$ cat config.mk
export PLATFORM = sky130hd
export DESIGN_NAME = eetb_top
export DESIGN_NICKNAME = d
export VERILOG_FILES = /design/src/eetb_pkg.sv /design/src/eetb_top.sv
export SDC_FILE = /design/constraint.sdc
export NUM_CORES = 1
export LEC_CHECK = 0
export BUFFER_PORTS_ARGS = -buffer_cell sky130_fd_sc_hd__buf_2
export CAP_MARGIN = 10
export CORE_MARGIN = 3
export CORE_UTILIZATION = 33
export CTS_CLUSTER_DIAMETER = 200
export DETAILED_ROUTE_END_ITERATION = 10
export HOLD_SLACK_MARGIN = 0.06
export PLACE_DENSITY = 0.51
export SYNTH_ARGS = -nofsm -noshare
export SYNTH_HDL_FRONTEND = slang
export SYNTH_SLANG_ARGS = --single-unit
$ cat constraint.sdc
create_clock -name CORE_CLK -period 3.7 [get_ports CORE_CLK]
set_input_delay 0.185 -clock CORE_CLK [delete_from_list [all_inputs] [get_ports CORE_CLK]]
set_output_delay 0.185 -clock CORE_CLK [all_outputs]
set_load 0.01 [all_outputs]
$ cat src/eetb_pkg.sv
package eetb_pkg;
   localparam int unsigned NUM_ARRAYS = 2;
   localparam logic [15:0] ADDR_CONFIG2 = 16'hfe09;
   localparam logic [15:0] ADDR_DIVH_BACKUP_1 = 16'hfe10;
   localparam logic [15:0] ADDR_DIVL_BACKUP_1 = 16'hfe11;
   localparam logic [15:0] ADDR_DIVH_1 = 16'hfe1a;
   localparam logic [15:0] ADDR_DIVL_1 = 16'hfe1b;
   localparam logic [15:0] ADDR_CTRL_1 = 16'hfe1d;
   localparam logic [15:0] ADDR_DIVH_BACKUP_2 = 16'hff70;
   localparam logic [15:0] ADDR_DIVL_BACKUP_2 = 16'hff71;
   localparam logic [15:0] ADDR_DIVH_2 = 16'hff7a;
   localparam logic [15:0] ADDR_DIVL_2 = 16'hff7b;
   localparam logic [15:0] ADDR_CTRL_2 = 16'hff7d;
   localparam logic [15:0] ADDR_IRQ_STATUS = 16'hfe12;
   localparam logic [15:0] ADDR_IRQ_MASK = 16'hfe13;
   localparam int unsigned CFG_CLKSEL_BIT = 7;
   localparam int unsigned CFG_REV_BIT = 3;
   localparam int unsigned CTRL_LEGACY_CLK_BIT = 7;
   localparam int unsigned CTRL_ERASE_BIT = 2;
   localparam int unsigned CTRL_AUTO_BIT = 1;
   localparam int unsigned CTRL_PGM_BIT = 0;
   localparam int unsigned DIV_HIGH_BITS = 3;
   localparam logic [7:0] CONFIG2_RESET = 8'h00;
   localparam logic [7:0] CTRL_RESET = 8'h00;
   localparam logic [7:0] CTRL_WRITE_MASK = 8'h07;
   localparam logic [7:0] BACKUP_RESET = 8'hff;
   localparam logic [7:0] IRQ_RESET = 8'h00;
   // Arbitrary revision value for this silicon
   localparam logic REV_ID_DEFAULT = 1'b1;
   localparam int unsigned PGM_TICKS = 10;
   localparam int unsigned ERASE_TICKS = 10;
   typedef struct packed {
      logic [15:0] addr;
      logic [7:0] wdata;
      logic wr;
      logic rd;
   } eetb_bus_t;
   typedef struct packed {
      logic [DIV_HIGH_BITS-1:0] high;
      logic [7:0] low;
   } eetb_div_t;
endpackage

$ cat src/eetb_top.sv
// Functional notes
// - Config-two bit 7 picks the clock feeding the time-base divider.
// - Each array has its own 11-bit prescale, high and low registers.
// - Divider registers reload from nonvolatile backups at every reset; here reset also returns the backups to BACKUP_RESET.
// - Control bit 7 has no function and reads zero.
// - Control bit 1 enables automatic program and erase timing.
// - In automatic mode hardware times the operation and clears program-enable.
// - Config-two bit 3 is fixed and reads the silicon revision.
// - EEPROM bits read 0 when programmed, 1 when erased.
//
// Chosen here: the strobed register port.
module eetb_top (
   input wire logic CORE_CLK,
   input wire logic RST,
   input wire eetb_pkg::eetb_bus_t BUS,
   input wire logic REF_CLK_A,
   input wire logic REF_CLK_B,
   output logic [7:0] RDATA,
   output logic [eetb_pkg::NUM_ARRAYS-1:0] HV_ENABLE,
   output logic [eetb_pkg::NUM_ARRAYS-1:0] HV_ERASE,
   output logic IRQ
);
   import eetb_pkg::*;

   logic [7:0] config_reg, config_next;
   logic [7:0] rdata_reg, rdata_next;
   logic [7:0] irq_status_reg, irq_status_next;
   logic [7:0] irq_mask_reg, irq_mask_next;
   logic irq_reg, irq_next;
   logic [2:0] ref_sync_reg, ref_sync_next;
   logic ref_edge;
   logic ref_sel;
   logic [NUM_ARRAYS-1:0] done_pulse;
   logic [NUM_ARRAYS-1:0] hv_en_w, hv_er_w;
   logic [7:0] arr_rdata [NUM_ARRAYS];
   logic [NUM_ARRAYS-1:0] arr_hit;

   function automatic logic [15:0] arr_addr(input int unsigned idx, input int unsigned kind);
      logic [15:0] a;
      a = 16'h0000;
      unique case (kind)
         0: a = (idx == 0) ? ADDR_DIVH_1 : ADDR_DIVH_2;
         1: a = (idx == 0) ? ADDR_DIVL_1 : ADDR_DIVL_2;
         2: a = (idx == 0) ? ADDR_CTRL_1 : ADDR_CTRL_2;
         3: a = (idx == 0) ? ADDR_DIVH_BACKUP_1 : ADDR_DIVH_BACKUP_2;
         default: a = (idx == 0) ? ADDR_DIVL_BACKUP_1 : ADDR_DIVL_BACKUP_2;
      endcase
      return a;
   endfunction

   function automatic logic bus_wr_at(input eetb_bus_t b, input logic [15:0] a);
      return b.wr && b.addr == a;
   endfunction

   // Erase and program may need different lengths, so the limit follows bit 2
   function automatic logic [7:0] op_last_tick(input logic erase);
      return 8'((erase ? ERASE_TICKS : PGM_TICKS) - 1);
   endfunction

   // Reference select, then a two-flop sync plus a third flop for edge detect
   // Switching the select mid-phase can add or drop one divider count
   assign ref_sel = config_reg[CFG_CLKSEL_BIT] ? REF_CLK_B : REF_CLK_A;

   always_comb begin
      ref_sync_next = {ref_sync_reg[1:0], ref_sel};
   end

   always_ff @(posedge CORE_CLK or posedge RST) begin
      if (RST) begin
         ref_sync_reg <= 3'b000;
      end else begin
         ref_sync_reg <= ref_sync_next;
      end
   end
   assign ref_edge = ref_sync_reg[1] & ~ref_sync_reg[2];

   always_comb begin
      config_next = config_reg;
      if (bus_wr_at(BUS, ADDR_CONFIG2)) begin
         config_next = BUS.wdata;
         // Revision bit is hard set in silicon, so the written value is dropped
         config_next[CFG_REV_BIT] = 1'b0;
      end
   end

   always_ff @(posedge CORE_CLK or posedge RST) begin
      if (RST) begin
         config_reg <= CONFIG2_RESET;
      end else begin
         config_reg <= config_next;
      end
   end

   // Status bits are sticky until software writes a one to them
   always_comb begin
      irq_mask_next = irq_mask_reg;
      irq_status_next = irq_status_reg;
      if (bus_wr_at(BUS, ADDR_IRQ_MASK)) begin
         irq_mask_next = {6'h00, BUS.wdata[NUM_ARRAYS-1:0]};
      end
      if (bus_wr_at(BUS, ADDR_IRQ_STATUS)) begin
         irq_status_next = irq_status_reg & ~BUS.wdata;
      end
      // Set beats clear in the same cycle
      irq_status_next[NUM_ARRAYS-1:0] = irq_status_next[NUM_ARRAYS-1:0] | done_pulse;
      irq_next = |(irq_status_next & irq_mask_next);
   end

   always_ff @(posedge CORE_CLK or posedge RST) begin
      if (RST) begin
         irq_status_reg <= IRQ_RESET;
         irq_mask_reg <= IRQ_RESET;
         irq_reg <= 1'b0;
      end else begin
         irq_status_reg <= irq_status_next;
         irq_mask_reg <= irq_mask_next;
         irq_reg <= irq_next;
      end
   end

   // Unmapped reads return zero
   always_comb begin
      rdata_next = 8'h00;
      if (BUS.rd) begin
         if (BUS.addr == ADDR_CONFIG2) begin
            rdata_next = config_reg;
            rdata_next[CFG_REV_BIT] = REV_ID_DEFAULT;
         end else if (BUS.addr == ADDR_IRQ_STATUS) begin
            rdata_next = irq_status_reg;
         end else if (BUS.addr == ADDR_IRQ_MASK) begin
            rdata_next = irq_mask_reg;
         end else begin
            for (int i = 0; i < NUM_ARRAYS; i++) begin
               if (arr_hit[i]) begin
                  rdata_next = arr_rdata[i];
               end
            end
         end
      end
   end

   always_ff @(posedge CORE_CLK or posedge RST) begin
      if (RST) begin
         rdata_reg <= 8'h00;
      end else begin
         rdata_reg <= rdata_next;
      end
   end

   genvar g;
   generate
      for (g = 0; g < NUM_ARRAYS; g++) begin : g_arr
         typedef enum logic [1:0] {
            ST_IDLE = 2'b00,
            ST_RUN = 2'b01,
            ST_WAIT_SW = 2'b10
         } eetb_state_t;
         eetb_state_t state_reg, state_next;
         eetb_div_t div_reg, div_next;
         eetb_div_t backup_reg, backup_next;
         logic [7:0] ctrl_reg, ctrl_next;
         logic [10:0] pre_cnt_reg, pre_cnt_next;
         logic [7:0] tick_cnt_reg, tick_cnt_next;
         logic load_reg, load_next;
         logic tick;
         logic done;
         logic hit_h, hit_l, hit_c, hit_bh, hit_bl;

         assign hit_h = BUS.addr == arr_addr(g, 0);
         assign hit_l = BUS.addr == arr_addr(g, 1);
         assign hit_c = BUS.addr == arr_addr(g, 2);
         assign hit_bh = BUS.addr == arr_addr(g, 3);
         assign hit_bl = BUS.addr == arr_addr(g, 4);
         assign arr_hit[g] = hit_h | hit_l | hit_c | hit_bh | hit_bl;
         // Compare with >= so a prescale lowered below the running count
         // takes effect at once instead of after a full 11-bit wrap
         assign tick = ref_edge && (pre_cnt_reg >= {div_reg.high, div_reg.low});
         assign done_pulse[g] = done;
         assign hv_en_w[g] = state_reg != ST_IDLE && ctrl_reg[CTRL_PGM_BIT];
         assign hv_er_w[g] = ctrl_reg[CTRL_ERASE_BIT];

         always_comb begin
            arr_rdata[g] = 8'h00;
            if (hit_h) begin
               arr_rdata[g] = {5'h00, div_reg.high};
            end else if (hit_l) begin
               arr_rdata[g] = div_reg.low;
            end else if (hit_c) begin
               arr_rdata[g] = {1'b0, ctrl_reg[6:0]};
            end else if (hit_bh) begin
               arr_rdata[g] = {5'h00, backup_reg.high};
            end else if (hit_bl) begin
               arr_rdata[g] = backup_reg.low;
            end
         end

         always_comb begin
            div_next = div_reg;
            backup_next = backup_reg;
            ctrl_next = ctrl_reg;
            state_next = state_reg;
            pre_cnt_next = pre_cnt_reg;
            tick_cnt_next = tick_cnt_reg;
            load_next = 1'b0;
            done = 1'b0;
            // First cycle after reset copies the backups into the volatile divider
            if (load_reg) begin
               div_next = backup_reg;
            end
            if (BUS.wr && hit_h) begin
               div_next.high = BUS.wdata[DIV_HIGH_BITS-1:0];
            end
            if (BUS.wr && hit_l) begin
               div_next.low = BUS.wdata;
            end
            if (BUS.wr && hit_bh) begin
               backup_next.high = BUS.wdata[DIV_HIGH_BITS-1:0];
            end
            if (BUS.wr && hit_bl) begin
               backup_next.low = BUS.wdata;
            end
            if (BUS.wr && hit_c) begin
               ctrl_next = BUS.wdata & CTRL_WRITE_MASK;
            end
            if (ref_edge) begin
               pre_cnt_next = tick ? 11'h000 : pre_cnt_reg + 11'h001;
            end
            unique case (state_reg)
               ST_IDLE: begin
                  if (ctrl_next[CTRL_PGM_BIT]) begin
                     // Tick count restarts, but the free-running prescale can make the first tick short
                     tick_cnt_next = 8'h00;
                     state_next = ctrl_next[CTRL_AUTO_BIT] ? ST_RUN : ST_WAIT_SW;
                  end
               end
               ST_RUN: begin
                  if (tick) begin
                     tick_cnt_next = tick_cnt_reg + 8'h01;
                  end
                  if (tick && tick_cnt_reg == op_last_tick(ctrl_reg[CTRL_ERASE_BIT])) begin
                     ctrl_next[CTRL_PGM_BIT] = 1'b0;
                     state_next = ST_IDLE;
                     done = 1'b1;
                  end else if (!ctrl_next[CTRL_PGM_BIT]) begin
                     state_next = ST_IDLE;
                  end
               end
               ST_WAIT_SW: begin
                  // Software owns the timing here
                  if (!ctrl_next[CTRL_PGM_BIT]) begin
                     state_next = ST_IDLE;
                     done = 1'b1;
                  end
               end
               default: state_next = ST_IDLE;
            endcase
         end

         always_ff @(posedge CORE_CLK or posedge RST) begin
            if (RST) begin
               state_reg <= ST_IDLE;
               div_reg <= '0;
               backup_reg <= {BACKUP_RESET[DIV_HIGH_BITS-1:0], BACKUP_RESET};
               ctrl_reg <= CTRL_RESET;
               pre_cnt_reg <= 11'h000;
               tick_cnt_reg <= 8'h00;
               load_reg <= 1'b1;
            end else begin
               state_reg <= state_next;
               div_reg <= div_next;
               backup_reg <= backup_next;
               ctrl_reg <= ctrl_next;
               pre_cnt_reg <= pre_cnt_next;
               tick_cnt_reg <= tick_cnt_next;
               load_reg <= load_next;
            end
         end
      end
   endgenerate

   // Programmed cells read 0, erased read 1; array data path lives outside
   logic [NUM_ARRAYS-1:0] hv_en_reg, hv_en_next, hv_er_reg, hv_er_next;

   // Registered so decode glitches never reach the high-voltage controls
   always_comb begin
      hv_en_next = hv_en_w;
      hv_er_next = hv_er_w;
   end

   always_ff @(posedge CORE_CLK or posedge RST) begin
      if (RST) begin
         hv_en_reg <= '0;
         hv_er_reg <= '0;
      end else begin
         hv_en_reg <= hv_en_next;
         hv_er_reg <= hv_er_next;
      end
   end

   assign RDATA = rdata_reg;
   assign IRQ = irq_reg;
   assign HV_ENABLE = hv_en_reg;
   assign HV_ERASE = hv_er_reg;
endmodule

[Yosys cells after proc, flatten, opt, wreduce, memory -nomap -nowiden]
Index checks and enable logic that the tools add are counted.
Storage, ports and cells
  bits in registers: 132
  input port bits: 30
  output and inout bits: 13
  word-level logic and storage cells: 157
Operators by class
  $add $sub $neg: 4
  order comparisons: 2
  equal/unequal tests: 23
  multiplexer cells: 55
  bitwise logic cells: 14
  reductions and logical operators: 32
Operators with widths (count)
  $eq 16x16->1 const B: 13
  $mux 8: 24
  $mux 11: 4
  $pmux 8 s2: 2
  $add 11x1->11 const B: 2
  $ge 11x11->1: 2
  $mux 2: 10
  $logic_and 1x1->1: 19
  $add 8x1->8 const B: 2
  $and 8x8->8: 2
  $eq 8x4->1 const B: 2
  $reduce_bool 2->1: 8
  $pmux 2 s3: 2
  $mux 1: 9
  $ne 2x2->1 const B: 4
  $not 8->8: 1
  $or 1x1->1: 8
  $reduce_or 8->1: 1
  $mux 3: 2
  $reduce_and 3->1: 2
  $eq 2x1->1 const B: 2
  $eq 2x2->1 const B: 2
  $logic_not 2->1: 2
  $pmux 1 s2: 2
  other kinds (3): 3

[Logic depth before layout (Yosys ltp)]
Gate-level depths: netlist of run 1.
  word-level depth: 12
  depth in mapped cells: 10
  mapped depth without buffers: 8

[Worst setup path before layout of run 1]
No wires, ideal clock.
  kind: reg2reg
  from: reg g_arr[1].pre_cnt_reg[8]
  to: reg g_arr[1].tick_cnt_reg[3]
  library setup time: 0.084 ns
  arrival: 2.245 ns
  data required time: 3.616 ns
  slack: 1.371 ns
  stages on the path, launching flop included: 9
  buffers on the path: 1
  clock period less this slack: 2.329 ns
  path through: dfrtp_1 -> ha_1 -> nand4_1 -> or2_2 -> o21a_1 -> a22o_1 -> clkbuf_1 -> or4_1 -> a21boi_0
Between the ends
  word-level cells in the longest chain between the ends: 4
RTL lines
  start, declared: line eetb_top.sv:162  | logic [10:0] pre_cnt_reg, pre_cnt_next;
  start signal, assigned: line eetb_top.sv:273  | pre_cnt_reg <= pre_cnt_next;
  $ge 11x11->1: line eetb_top.sv:177  | assign tick = ref_edge && (pre_cnt_reg >= {div_reg.high, div_reg.low});
  $logic_and 1x1->1: line eetb_top.sv:177
  $ne 2x2->1 (no line)
  $reduce_and 3->1 (no line)
  end signal, assigned: line eetb_top.sv:274  | tick_cnt_reg <= tick_cnt_next;
  end, declared: line eetb_top.sv:163  | logic [7:0] tick_cnt_reg, tick_cnt_next;
No other way between the ends.
A chain may end at the register's enable or synchronous reset.

[Worst setup path after layout of run 1]
  from: reg g_arr[1].div_reg[8] in the netlist's numbering
  to: reg g_arr[1].state_reg[0]
Between the ends
  word-level cells in the longest chain between the ends: 5
RTL lines
  start, declared: line eetb_top.sv:159  | eetb_div_t div_reg, div_next;
  start signal, assigned: line eetb_top.sv:270  | div_reg <= div_next;
  $ge 11x11->1: line eetb_top.sv:177
  $logic_and 1x1->1: line eetb_top.sv:177
  $logic_and 1x1->1: line eetb_top.sv:240  | if (tick && tick_cnt_reg == op_last_tick(ctrl_reg[CTRL_ERASE_BIT])) begin
  $mux 2: line eetb_top.sv:240
  $pmux 2 s3: line eetb_top.sv:228  | unique case (state_reg)
  end signal, assigned: line eetb_top.sv:269  | state_reg <= state_next;
  end, declared: line eetb_top.sv:158  | eetb_state_t state_reg, state_next;
No other way between the ends.

==> metrics.txt, run 1 <==
Max Fclk=approximately 0.39 GHz; crit start category=flip-flop; largest net degree at the start of global routing=89; maxcap violations=0; gr ovfl total=0; fraction of layout cells with a size suffix above 1=0.211; register bit total from synthesis=132; Die X=about 150 um; GP Congestion=roughly 0.95; Final Skew=about 0.014 ns; Place WS=approximately 0.84 ns; n_diodes=0; main combinational cell family by area after synthesis=simple AND/OR/NAND/NOR gates; final-stage net count=between 800 and 900; Register Area=3330 sq um; Synth Instances=724; 1st-iter DRT viols=approximately 400; initial antenna violation count=0; Initial Utilization=0.341; Pleak=around 3.8 nW; worst reg2reg setup slack=~1.1 ns; XOR/XNOR share of the synthesized area=0.0180; port bufs=42; post-route clock period utilization=0.700; beginning of the worst hold path=BUS[5]; Setup Buffers After CTS=0; Setup Crit Path Kind=reg2reg; crit path DAT=2.95 ns; post-CTS sizing=0; DP HPWL=roughly 15000 um; most frequent cells in the layout=dfrtp_1 (109), nand2_1 (57), nor2_1 (54); wire length of the first global-routing pass=between 30000 and 40000 um; post-route non-filler standard cell count=1060; Hold Slack=roughly 0.062 ns; Worst-Skew Late Latency=about 0.44 ns; WHS Endpoint=irq_status_reg[3]; Post-synth EDFFs=0; mapped cell area=around 7300 sq um; CP Max Fanout=4; synthesis-to-finish area growth=15.7%; unrepaired setup endpoints after global routing=false; Synth Area in Compound Gates=0.144; area of the multi-input gates=3720 sq um; post-synthesis mux area share=0.102; post-synthesis sequential area ratio=0.456; Mapped Avg Cell Area=about 10 sq um; row cnt=53; final WL=approximately 20000 um; CTS max path bufs=2; final setup fails=0; worst path required time=between 4 and 5 ns; number of global-route vias before repair=between 5000 and 6000; Cells after DPL=slightly above 1000; VDD IR max=about 0.00027 V; Synth Area in Simple Gates=0.182; worst reg2reg path endpoint=g_arr[1].state_reg[0]; Worst Setup End Kind=flip-flop; Worst Max-Slew Pin Slew=between 0.9 and 1 ns; power density over cell area=approximately 390 nW/um^2; Netlist cell types=69; Initial DRT Pass Iterations=5; Slew Viols, Final=0; CTS tree=built; Syn Nets=790; cts bufs inserted=17; Post-route DRC=0; Filler cells=2092; Final Hold Violating Endpoints=0; Final min period=around 2.6 ns; WL/cell=between 15 and 20 um; synthesized-area fraction occupied by adder cells=0.0616; hold_buf cts=5; vias per cell=about 5.4; I/O pin total=43; CTS root buf=clkbuf_16; commonest non-fill, non-tap cell in the layout=dfrtp_1; Hold Path Stages=2; yosys warns=0; r2r startpoint=g_arr[1].div_reg[8]; status=completed; H-Tree Depth=4; Sink Count=approximately 130; Setup WS post-layout=1.11 ns; Worst Reg2Reg Path Length in Cells=8; Synth Flop Type=dfrtp_1; Slew HR=0.395; Clk pin slew, worst setup/hold paths=0.07 ns; Die ar.=24000 sq um; Worst Hold Class=in2reg; Fin Setup TNS=0 ns; CORE AREA=about 21000 sq um; Async SR Flop Fraction=1.00; via count=between 5000 and 6000; Die Y=155 um; Routed Antenna Nets=0; GRT Total Usage=0.171
-- metrics by stage --
step	total power, mW	instance area, sq um	utilization
after global routing	3.44	8460	0.395
after floorplan	1.60	7310	-
final	3.31	8460	0.395
after CTS	3.35	8460	0.395
after detailed placement	1.66	7830	0.366
after global placement	1.66	7830	0.366
-- routing by layer --
metal	track usage	vias up	share of wire	routed length, um
met4	0.0547	0	0.014	277
li1	-	2742	-	-
met5	0	-	0	0
met3	0.0350	19	0.038	748
met2	0.279	112	0.49	9720
met1	0.229	2898	0.46	9160
-- cell families (layout without fill, tap and decap cells) --
| group | count (synthesis) | in the layout |
|---|---|---|
| xor gates and xnor gates | 15 | 15 |
| muxes | 69 | 69 |
| adders and majority gates | 36 | 36 |
| buffers and inverters | 67 | 128 |
| other | 1 | 1 |
| AOI/OAI and AO/OA | 157 | 157 |
| and+or+nand+nor | 247 | 247 |
| DFF | 132 | 132 |
-- Yosys cell counts (4+ instances only) --
cell,count,area share
o31ai_1,11,0.011
clkbuf_1,20,0.010
a222oi_1,5,0.0068
a21oi_1,43,0.029
o21ai_0,24,0.016
dfrtp_1,109,0.37
nor4_1,10,0.0086
nor3_1,11,0.0075
o21a_1,5,0.0051
nor2b_1,7,0.0060
nand2b_1,12,0.010
nand3_1,21,0.014
nor2_1,54,0.028
nor4b_1,6,0.0072
ha_1,36,0.062
a31oi_1,8,0.0068
xor2_1,5,0.0060
mux2_2,40,0.062
a21boi_0,12,0.012
and2_1,11,0.0094
o22ai_1,4,0.0034
or4_1,5,0.0051
and3_1,12,0.010
inv_1,39,0.020
mux2i_1,28,0.038
xnor2_1,10,0.012
a211o_1,5,0.0060
nand2_1,57,0.029
or3_1,7,0.0060
a22oi_1,9,0.0092
or2_2,7,0.0060
dfstp_2,23,0.083
nand4_1,11,0.0094
buf_2,6,0.0041
-- worst max-delay path, stage by stage, from the launching register on --
cell and delay, ns:
dfrtp_1 0.40, inv_1 0.09, ha_1 0.31, a211o_1 0.32
a21oi_1 0.15, o21a_1 0.15, nand2_1 0.14, a2111oi_0 0.68
a221o_1 0.27
-- worst max path at each step --
stage / from / end / slack, ns / cells past startpoint
2_1_floorplan: RST / HV_ENABLE[0] / 0.03 / 1
3_3_place_gp: BUS[15] / IRQ / 0.97 / 7
3_5_place_dp: BUS[15] / IRQ / 0.84 / 7
4_1_cts: g_arr[1].div_reg[10] / g_arr[1].tick_cnt_reg[4] / 1.11 / 8
5_1_grt: g_arr[0].div_reg[2] / g_arr[0].state_reg[0] / 0.98 / 8
6_report: g_arr[1].div_reg[8] / g_arr[1].state_reg[0] / 1.11 / 8
-- cell type report --
type,instances,share of cell area
Timing Repair Buffer,57,0.0396
Inverter,39,0.0179
Tap cell,275,0.0407
Sequential cell,132,0.394
Clock inverter,15,0.0180
Multi-Input combinational cell,525,0.440
Clock buffer,17,0.0503
-- power by group --
part           switching (mW)  leakage [nW]  internal (mW)  total, mW
logic                   0.105          1.80         0.0528      0.158
clock network           0.770         0.289          0.903       1.67
registers              0.0238          1.71           1.46       1.48
No activity file was read; power rests on OpenSTA's default activity.
==> inputs of run 2 (changes only) <==
--- a/config.mk
+++ b/config.mk
@@ -5,6 +5,7 @@
 export SDC_FILE = /design/constraint.sdc
 export NUM_CORES = 1
 export LEC_CHECK = 0
+export ABC_AREA = 1
 export BUFFER_PORTS_ARGS = -buffer_cell sky130_fd_sc_hd__buf_2
 export CAP_MARGIN = 10
 export CORE_MARGIN = 3
@@ -12,7 +13,7 @@
 export CTS_CLUSTER_DIAMETER = 200
 export DETAILED_ROUTE_END_ITERATION = 10
 export HOLD_SLACK_MARGIN = 0.06
-export PLACE_DENSITY = 0.51
+export PLACE_DENSITY = 0.49
 export SYNTH_ARGS = -nofsm -noshare
 export SYNTH_HDL_FRONTEND = slang
 export SYNTH_SLANG_ARGS = --single-unit
==> constraint.sdc (replaced) <==
create_clock -name CORE_CLK -period 2.7 [get_ports CORE_CLK]
set_input_delay 0.135 -clock CORE_CLK [delete_from_list [all_inputs] [get_ports CORE_CLK]]
set_output_delay 0.135 -clock CORE_CLK [all_outputs]
set_load 0.01 [all_outputs]
==> metrics.txt, run 2 <==
Final min period=2.22 ns; Synth area leader=dfrtp_1; power density over cell area=about 610 nW/um^2; post-route cell area=slightly below 9000 sq um; Final Hold Violating Endpoints=0; initial antenna violation count=0; Setup Buffers After CTS=0; commonest non-fill, non-tap cell in the layout=nand2_1; leading post-synthesis cells by cell area=dfrtp_1 (36%), nand2_1 (11%), dfstp_2 (7.9%), inv_1 (6.7%), ha_1 (5.9%); top cell type's share of synthesized area=0.358; top-count cell post-synth=nand2_1; Synth Instances=979; Max Fclk=0.451 GHz; r2r startpoint=g_arr[0].div_reg[10]; Setup Crit Path Kind=reg2reg; synthesis-to-finish area growth=17.2%; yosys warns=0; number of global-route vias before repair=between 6000 and 7000; Filler cells=~2300; CTS tree=built; crit start category=flip-flop; worst reg2reg path endpoint=g_arr[0].tick_cnt_reg[2]; CP Max Fanout=13; DP HPWL=around 15000 um; final setup fails=0; Die Y=roughly 160 um; mapped cell area=about 7600 sq um; Async SR Flop Fraction=1.00; placed instance area=8180 sq um; largest net degree at the start of global routing=between 60 and 70; Slew Viols, Final=0; fraction of layout cells with a size suffix above 1=0.142; final-stage net count=about 1100; maxcap violations=0; Slew HR=0.596; worst reg2reg setup slack=between 0.4 and 0.5 ns; synth cell count leaders=nand2_1 (224), inv_1 (135), dfrtp_1 (109), nor2_1 (91), o21ai_0 (88); capture point of the worst path=g_arr[0].tick_cnt_reg[2]; Initial DRT Pass Iterations=6; hold_buf cts=10; n_diodes=0; post-route clock period utilization=0.820; Final Skew=0.0112 ns; most frequent cells in the layout=nand2_1 (224), inv_1 (134), dfrtp_1 (109); unrepaired setup endpoints after global routing=false; status=completed; Synth Flop Type=dfrtp_1; 1st-iter DRT viols=405; Clk pin slew, worst setup/hold paths=0.06 ns; Worst Max-Slew Pin Slew=roughly 0.60 ns; Die X=158 um; register bit total from synthesis=roughly 130; Worst Reg2Reg Path Length in Cells=12; port bufs=42; H-Tree Depth=4; VDD IR max=around 0.00032 V; cts bufs inserted=17; Syn Nets=between 1000 and 1500; Netlist cell types=between 40 and 50; Mapped Avg Cell Area=between 7 and 8 sq um; GRT Total Usage=0.175; Worst-Skew Late Latency=~0.43 ns; Die ar.=between 20000 and 25000 sq um; Initial Utilization=0.342; worst setup path start=g_arr[0].div_reg[10]; wire length of the first global-routing pass=~34000 um; CORE AREA=~22000 sq um; row cnt=54; CTS max path bufs=2; Worst Setup End Kind=flip-flop; post-synthesis sequential area ratio=0.438; GP Congestion=about 0.89; Worst Hold Class=in2reg; Fin Setup TNS=0 ns; I/O pin total=between 40 and 50; Sink Count=between 100 and 150; via count=6491; Pleak=approximately 4.4 nW; Post-synth EDFFs=0; final WL=slightly above 20000 um; gr ovfl total=0; WL/cell=between 15 and 20 um; worst path required time=between 3 and 4 ns; Routed Antenna Nets=0; post-CTS sizing=0; vias per cell=around 4.9; Post-route DRC=0; CTS root buf=clkbuf_16; crit path DAT=about 2.5 ns
## run 2: power breakdown
part	internal [mW]	switching, mW
Sequential	2.05	0.0816
Clock	1.58	0.948
Combinational	0.249	0.490
## run 2: kinds of logic after synthesis
| kind of cell | after synthesis | synth area share |
|---|---|---|
| AOI/OAI and AO/OA | 156 | 0.118 |
| xor gates and xnor gates | 17 | 0.0196 |
| adders and majority gates | 36 | 0.0592 |
| buffers and inverters | 164 | 0.0842 |
| DFF | 132 | 0.438 |
| muxes | 1 | 0.00148 |
| other | 1 | 0.000493 |
| and+or+nand+nor | 472 | 0.279 |
## run 2: worst min path at each step
stage | start | end | slack, ns | cells after the start
2_1_floorplan | BUS[4] | irq_status_reg[2] | 0.24 | 1
3_3_place_gp | RST | g_arr[0].state_reg[0] | 0.22 | 2
3_5_place_dp | RST | g_arr[0].state_reg[0] | 0.22 | 2
4_1_cts | BUS[3] | g_arr[0].ctrl_reg[1] | 0.06 | 3
5_1_grt | BUS[3] | g_arr[0].ctrl_reg[1] | 0.11 | 3
6_report | BUS[2] | g_arr[1].div_reg[8] | 0.07 | 3
## run 2: cell type report
cell class / instances / area, sq um / area share
flip-flops and latches: 132 / 3330 / 0.374
inverters: 143 / 541 / 0.0606
repair buffers: 63 / 418 / 0.0469
clock buffers: 18 / 439 / 0.0492
clock inverters: 14 / 199 / 0.0223
well taps: 280 / 350 / 0.0393
multi-input cells: 683 / 3640 / 0.408
## run 2: layer usage
layer	vias up	wire length, um	track usage	part of all wire
met1	3044	10200	0.242	0.49
met3	20	622	0.0306	0.030
met5	-	0	0	0
li1	3321	-	-	-
met2	106	9460	0.277	0.46
met4	0	295	0.0595	0.014
## run 2: worst max-delay path, cell delays in order, from the launching register on
cell and delay, ns:
dfrtp_1 0.37, inv_1 0.09, ha_1 0.31, nand2_1 0.07, nor2_1 0.18, nand4_1 0.12, nand4_1 0.15, and2_1 0.16
nand2_1 0.09, a21oi_4 0.31, inv_1 0.14, nand2_1 0.08, nand2_1 0.05
## run 2: metrics by stage
stage	setup slack, ns	total power, mW	instances	hold slack [ns]	util
2_1_floorplan	0.885	2.71	979	0.237	-
3_3_place_gp	0.437	2.91	1291	0.222	0.368
3_5_place_dp	0.450	2.91	1291	0.216	0.368
4_1_cts	0.457	5.47	1333	0.0610	0.401
5_1_grt	0.236	5.69	1333	0.109	0.401
6_report	0.485	5.40	1333	0.0723	0.401
